$ cat src/verilog/acs_pkg.sv
package acs_pkg;
	// ----------------------------------------
	// timing and sizes
	// ----------------------------------------
	localparam int CLK_PERIOD_NS = 20;
	localparam int RC_TAD_NS = 2500;
	localparam int RC_TAD_CYCLES = (RC_TAD_NS + CLK_PERIOD_NS - 1) / CLK_PERIOD_NS;
	localparam int CONV_TADS = 13;
	localparam int INSTR_CYCLE_CLKS = 4;
	localparam int PIN_COUNT = 24;
	localparam int CHAN_COUNT = 12;
	localparam int RESULT_BITS = 12;
	// ----------------------------------------
	// field codes and reset values
	// ----------------------------------------
	localparam logic [2:0] CS_DIV2 = 3'h0;
	localparam logic [2:0] CS_DIV4 = 3'h4;
	localparam logic [2:0] CS_DIV8 = 3'h1;
	localparam logic [2:0] CS_DIV16 = 3'h5;
	localparam logic [2:0] CS_DIV32 = 3'h2;
	localparam logic [2:0] CS_DIV64 = 3'h6;
	localparam logic [2:0] ACQ_MANUAL = 3'h0;
	localparam logic [2:0] ACQ_RESET = 3'h0;
	typedef enum {ST_IDLE, ST_DELAY, ST_ACQ, ST_CONV} acs_state_t;
endpackage

$ cat src/verilog/acs_adc_ctrl.sv
`timescale 1ns/1ps
// Contract
// - the bit time is 2,4,8,16,32 or 64 oscillator periods per codes 000,100,001,101,010,110, and x11 picks the internal rc clock.
// - the internal rc clock gives a bit time of RC_CYCLES system clocks, which is 2.5 us only with the 20 ns clock period.
// - with manual acquisition the start is delayed one instruction cycle so a sleep can follow.
// - the selected pin is sampled whatever its direction, so an output pin converts its driven level.
// - port reads give zero for every pin configured analog.
// - conversions on digital pins are allowed and convert normally.
// - pin assignment is set by the port configuration (i_pin_analog) alone; the direction bits i_pin_direction are not used.
// - at completion the start bit clears, the done flag sets and sampling resumes.
// - a conversion takes 13 bit times.
// - a nonzero acquisition field inserts 2 to 20 bit times between start and conversion.
// - acquisition field 000 is manual and the reset default, converting after the one instruction cycle delay.
module acs_adc_ctrl
	import acs_pkg::*;
#(
	parameter int RC_CYCLES = RC_TAD_CYCLES
)
(
	input wire logic i_mclk,
	input wire logic i_reset,
	input wire logic [2:0] i_conv_clock_select,
	input wire logic [2:0] i_acq_time_select,
	input wire logic [3:0] i_channel_select,
	input wire logic i_adc_on,
	input wire logic i_go_set,
	input wire logic i_done_clear,
	input wire logic [PIN_COUNT-1:0] i_pin_analog,
	input wire logic [PIN_COUNT-1:0] i_pin_direction,
	input wire logic [PIN_COUNT-1:0] i_pin_level,
	input wire logic [PIN_COUNT-1:0] i_pin_out_level,
	input wire logic [CHAN_COUNT-1:0] i_chan_sample,
	output logic o_go,
	output logic o_conversion_done_flag,
	output logic o_sampling,
	output logic o_tad_tick,
	output logic o_sample_bit,
	output logic [PIN_COUNT-1:0] o_port_read
);
	// the divider limit is 12 bits wide
	if (RC_CYCLES < 1 || RC_CYCLES > 4096)
	begin : g_bad_rc_cycles
		$error("RC_CYCLES must lie between 1 and 4096");
	end

	// ----------------------------------------
	// bit time generator
	// ----------------------------------------
	logic [11:0] div_reg, div_next;
	logic [11:0] div_limit;
	logic tick_reg, tick_next;

	always_comb
	begin
		case (i_conv_clock_select)
			CS_DIV2: div_limit = 12'h001;
			CS_DIV4: div_limit = 12'h003;
			CS_DIV8: div_limit = 12'h007;
			CS_DIV16: div_limit = 12'h00F;
			CS_DIV32: div_limit = 12'h01F;
			CS_DIV64: div_limit = 12'h03F;
			default: div_limit = 12'(RC_CYCLES - 1);
		endcase
	end

	always_comb
	begin
		tick_next = 1'b0;
		div_next = div_reg + 12'h001;
		if (i_reset || div_reg >= div_limit)
		begin
			div_next = 12'h000;
			tick_next = !i_reset;
		end
	end

	always_ff @(posedge i_mclk)
	begin
		div_reg <= div_next;
		tick_reg <= tick_next;
	end

	// ----------------------------------------
	// sequencer
	// ----------------------------------------
	acs_state_t st_reg, st_next;
	logic [4:0] cnt_reg, cnt_next;
	logic go_reg, go_next;
	logic done_reg, done_next;
	logic [4:0] acq_tads;

	// acquisition 001..111 spread over 2..20 bit times
	always_comb
	begin
		case (i_acq_time_select)
			3'h1: acq_tads = 5'h02;
			3'h2: acq_tads = 5'h04;
			3'h3: acq_tads = 5'h06;
			3'h4: acq_tads = 5'h08;
			3'h5: acq_tads = 5'h0C;
			3'h6: acq_tads = 5'h10;
			default: acq_tads = 5'h14;
		endcase
	end

	always_comb
	begin
		st_next = st_reg;
		cnt_next = cnt_reg;
		go_next = go_reg;
		done_next = done_reg;
		if (i_done_clear)
			done_next = 1'b0;
		case (st_reg)
			ST_IDLE:
			begin
				if (i_go_set && i_adc_on)
				begin
					go_next = 1'b1;
					if (i_acq_time_select == ACQ_MANUAL)
					begin
						// one instruction cycle lets a sleep instruction run
						st_next = ST_DELAY;
						cnt_next = 5'(INSTR_CYCLE_CLKS - 1);
					end
					else
					begin
						st_next = ST_ACQ;
						cnt_next = acq_tads - 5'h01;
					end
				end
			end
			ST_DELAY:
			begin
				if (cnt_reg == 5'h00)
				begin
					st_next = ST_CONV;
					cnt_next = 5'(CONV_TADS - 1);
				end
				else
					cnt_next = cnt_reg - 5'h01;
			end
			ST_ACQ:
			begin
				if (tick_reg)
				begin
					if (cnt_reg == 5'h00)
					begin
						st_next = ST_CONV;
						cnt_next = 5'(CONV_TADS - 1);
					end
					else
						cnt_next = cnt_reg - 5'h01;
				end
			end
			ST_CONV:
			begin
				if (tick_reg)
				begin
					if (cnt_reg == 5'h00)
					begin
						st_next = ST_IDLE;
						go_next = 1'b0;
						done_next = 1'b1;
					end
					else
						cnt_next = cnt_reg - 5'h01;
				end
			end
			default: st_next = ST_IDLE;
		endcase
		// turning the module off aborts a conversion
		if (!i_adc_on && st_reg != ST_IDLE)
		begin
			st_next = ST_IDLE;
			go_next = 1'b0;
		end
		if (i_reset)
		begin
			st_next = ST_IDLE;
			cnt_next = 5'h00;
			go_next = 1'b0;
			done_next = 1'b0;
		end
	end

	always_ff @(posedge i_mclk)
	begin
		st_reg <= st_next;
		cnt_reg <= cnt_next;
		go_reg <= go_next;
		done_reg <= done_next;
	end

	// ----------------------------------------
	// pins
	// ----------------------------------------
	logic [PIN_COUNT-1:0] rd_reg, rd_next;
	logic samp_reg, samp_next;
	logic bit_reg, bit_next;
	logic [CHAN_COUNT-1:0] chan_sel;

	always_comb
	begin
		chan_sel = '0;
		if (i_channel_select < 4'(CHAN_COUNT))
			chan_sel[i_channel_select] = 1'b1;
		// analog pins read low; pin map from i_pin_analog only, port directions unused
		rd_next = i_pin_level & ~i_pin_analog;
		// sampled regardless of direction or digital setting
		samp_next = (st_next != ST_CONV) && (st_next != ST_DELAY);
		bit_next = |(i_chan_sample & chan_sel);
		if (i_reset)
		begin
			rd_next = '0;
			samp_next = 1'b1;
			bit_next = 1'b0;
		end
	end

	always_ff @(posedge i_mclk)
	begin
		rd_reg <= rd_next;
		samp_reg <= samp_next;
		bit_reg <= bit_next;
	end

	assign o_go = go_reg;
	assign o_conversion_done_flag = done_reg;
	assign o_sampling = samp_reg;
	assign o_tad_tick = tick_reg;
	assign o_sample_bit = bit_reg;
	assign o_port_read = rd_reg;
endmodule // acs_adc_ctrl

$ cat config.mk
export PLATFORM = sky130hd
export DESIGN_NAME = acs_adc_ctrl
export DESIGN_NICKNAME = d
export VERILOG_FILES = /design/src/verilog/acs_pkg.sv /design/src/verilog/acs_adc_ctrl.sv
export SDC_FILE = /design/constraint.sdc
export NUM_CORES = 1
export LEC_CHECK = 0
export ABC_CLOCK_PERIOD_IN_PS = 3190
export BUFFER_PORTS_ARGS = -buffer_cell sky130_fd_sc_hd__buf_2
export CORE_MARGIN = 2
export CORE_UTILIZATION = 40
export CTS_CLUSTER_DIAMETER = 80
export DETAILED_ROUTE_END_ITERATION = 10
export PLACE_DENSITY = 0.83
export RECOVER_POWER = 100
export SYNTH_ARGS = -nofsm -noshare
export SYNTH_HDL_FRONTEND = slang
export SYNTH_SLANG_ARGS = --single-unit
$ cat constraint.sdc
create_clock -name i_mclk -period 3.19 [get_ports i_mclk]
set_input_delay 0.638 -clock i_mclk [delete_from_list [all_inputs] [get_ports i_mclk]]
set_output_delay 0.638 -clock i_mclk [all_outputs]
set_load 0.005 [all_outputs]
==> flow_metrics.env <==
export IMPL_clkSinkCount=78
export IMPL_insertedDiodeCount=0
export IMPL_synth_edf_count=0
export IMPL_drt_iter0_drc=75
export IMPL_largest_reg_flops=32
export IMPL_cp_required_ps=3360
export IMPL_cap_violations=1
export IMPL_ir_worst_vdd_mv=0.287
export IMPL_wl_per_cell_um=11.2
export IMPL_die_h_um=86.6
export IMPL_start_kind="primary input"
export IMPL_grt_pass1_vias=2126
export IMPL_layout_drive_gt1_share_pct=27.0
export IMPL_firstDrtPassIters=4
export IMPL_rows=30
export IMPL_die_w_um=86.6
export IMPL_area_delta_synth_final_pct=33.4
export IMPL_crit_fanout=35
export IMPL_fin_crit_ps=2420
export IMPL_status="finished, violations left"
export IMPL_port_buffer_count=103
export IMPL_top_layer_used="met4"
export IMPL_netlist_area_mm2=0.00273
export IMPL_grtUsageTotal_pct=14.7
export IMPL_finalCritPeriodShare_pct=76.0
export IMPL_design_core_area_mm2=0.00668
export IMPL_io_pins=152
export IMPL_synth_ff_type="dfxtp_1"
export IMPL_min_path_type="in -> reg"
export IMPL_p_per_area_mw_per_mm2=532
export IMPL_antenna_left=0
export IMPL_syn_inst=253
export IMPL_worstSkewPairLatency_ps=330
export IMPL_p_leak_nw=1.62
export IMPL_avgSynthCellArea_um2=10.8
export IMPL_cts_root_buf="clkbuf_8"
export IMPL_finalHoldViolations=0
export IMPL_final_nets=529
export IMPL_total_power_mw=1.94
export IMPL_worst_pin_slew_ps=1610
export IMPL_h_tree_depth=3
export IMPL_rsz0062_at_grt="false"
export IMPL_path_class="in -> reg"
export IMPL_cp_arrival_ps=2590
export IMPL_violations="capacitance limit, slew limit"
export IMPL_final_setup_tns_ps=0
export IMPL_ctsResizeCount=0
export IMPL_grt_pass1_wl_um=8650
export IMPL_async_flop_share_pct=0
export IMPL_max_clock_path_buffers=2
export IMPL_gp_congestion=0.769
export IMPL_viasPerCell=4.72
export IMPL_cts_tree="yes"
export IMPL_endpoint_kind="register"
export IMPL_holdBufCountCts=0
export IMPL_vias=2264
export IMPL_fmax_mhz=413
export IMPL_slew_limit_headroom_pct=-7.31
export IMPL_slew_viol_final=36
export IMPL_wl_met1_um=2140
export IMPL_setup_viol=0
export IMPL_hpwl_um=4130
export IMPL_postCtsSetupRepairBufs=0
export IMPL_clk_pin_slew_ps=80
export IMPL_met2_length_um=2880
export IMPL_die_area_mm2=0.00750
export IMPL_grt_max_degree=36
export IMPL_start_util_pct=40.9
export IMPL_drt_wl_total_um=5380
export IMPL_finClkSkew_ps=9.80
export IMPL_synthDistinctLibCells=41
export IMPL_met3_length_um=272
export IMPL_cts_inserted_buffers=9
export IMPL_ys_seq_elements=78
export IMPL_ys_warn_count=0
export IMPL_grt_overflow_total=0
export IMPL_yosysSeqAreaShare_pct=57.2
export IMPL_antenna_found_initial=0
export IMPL_drc=0
kinds of logic (layout without fill, tap and decap cells):
kind of cell / after synthesis / after routing / share of synthesized area (%)
AOI/OAI and AO/OA: 34 / 34 / 8.16
and+or+nand+nor: 98 / 98 / 21.1
muxes: 6 / 6 / 3.57
adders and majority gates: 12 / 12 / 5.41
DFF: 78 / 78 / 57.2
other: 1 / 34 / 0.137
xor gates and xnor gates: 6 / 6 / 1.92
buffers and inverters: 18 / 132 / 2.47
layout make-up:
class / instances / area (um2)
fill: 594 / 3040
sequential: 78 / 1560
multi-input combinational: 190 / 1210
timing repair buffer: 103 / 497
clock buffer: 11 / 141
tap: 80 / 100
clock inverter: 5 / 81.3
inverter: 13 / 48.8
where the power goes:
| part | switching, mW | total [mW] | leakage (nW) | internal [mW] |
|---|---|---|---|---|
| logic | 0.0537 | 0.120 | 0.860 | 0.0660 |
| registers | 0.00995 | 1.02 | 0.646 | 1.01 |
| clock network | 0.335 | 0.799 | 0.110 | 0.464 |
| total | 0.399 | 1.94 | 1.62 | 1.54 |
final timing paths:
| path | startpoint | endpoint | slack (ps) | cells past startpoint |
|---|---|---|---|---|
| hold / removal | i_pin_analog[5] | o_port_read[5] | 450 | 2 |
| setup / recovery | i_reset | o_tad_tick | 770 | 6 |
| hold reg to reg | div_reg[0] | div_reg[0] | 470 | 1 |
| setup reg to reg | cnt_reg[0] | cnt_reg[3] | 800 | 7 |
through the flow:
stage | instance area [um2] | setup WS [ps] | hold WS (ps) | util, % | cells
global route | 3640 | 529 | 427 | 54.5 | 480
global placement | 3450 | 771 | 446 | 51.6 | 464
CTS | 3670 | 1090 | 431 | 55.0 | 480
floorplan | 2850 | 1070 | 426 | - | 286
detailed placement | 3450 | 729 | 456 | 51.6 | 464
finish | 3640 | 766 | 446 | 54.5 | 480
cells in the mapped netlist, types with 5 or more instances:
library cell,n,area [um2]
ha_1,11,138
nor3b_1,25,188
nor4_1,11,68.8
nor2_1,22,82.6
clkbuf_1,5,18.8
dfxtp_1,78,1560
o21ai_0,9,45.0
a21oi_1,8,40.0
inv_1,13,48.8
nand3_1,6,30.0
nand2_1,10,37.5
placed cells by master, fill, tap and decap left out, types with 3 or more instances in the layout:
cell type  synthesis  layout
conb_1             1      34
nand2_1           10      10
ha_1              11      11
dfxtp_1           78      78
nor3b_1           25      25
mux4_2             3       3
clkbuf_1           5      16
o21ai_0            9      11
mux2i_1            3       3
o311ai_0           3       3
and3_1             3       3
a21oi_1            8       8
nor2b_1            4       4
buf_2              0      88
xor2_1             4       4
nor4_1            11      12
nand3_1            6       6
nor3_1             3       3
inv_1             13      13
nor2_1            22      22
clkbuf_8           0      10
routing by layer:
| metal | GRT usage, % | vias up |
|---|---|---|
| met5 | 0 | - |
| met4 | 8.38 | 0 |
| met3 | 2.95 | 9 |
| met2 | 26.6 | 79 |
| met1 | 15.9 | 1030 |
| li1 | - | 1146 |
critical path, stage by stage:
cell	delay (ps)
clkbuf_1	610
nor4_1	500
nand2_1	100
a21oi_1	120
o21ai_0	350
nor2b_1	260
(Power assumes the default switching activity.)
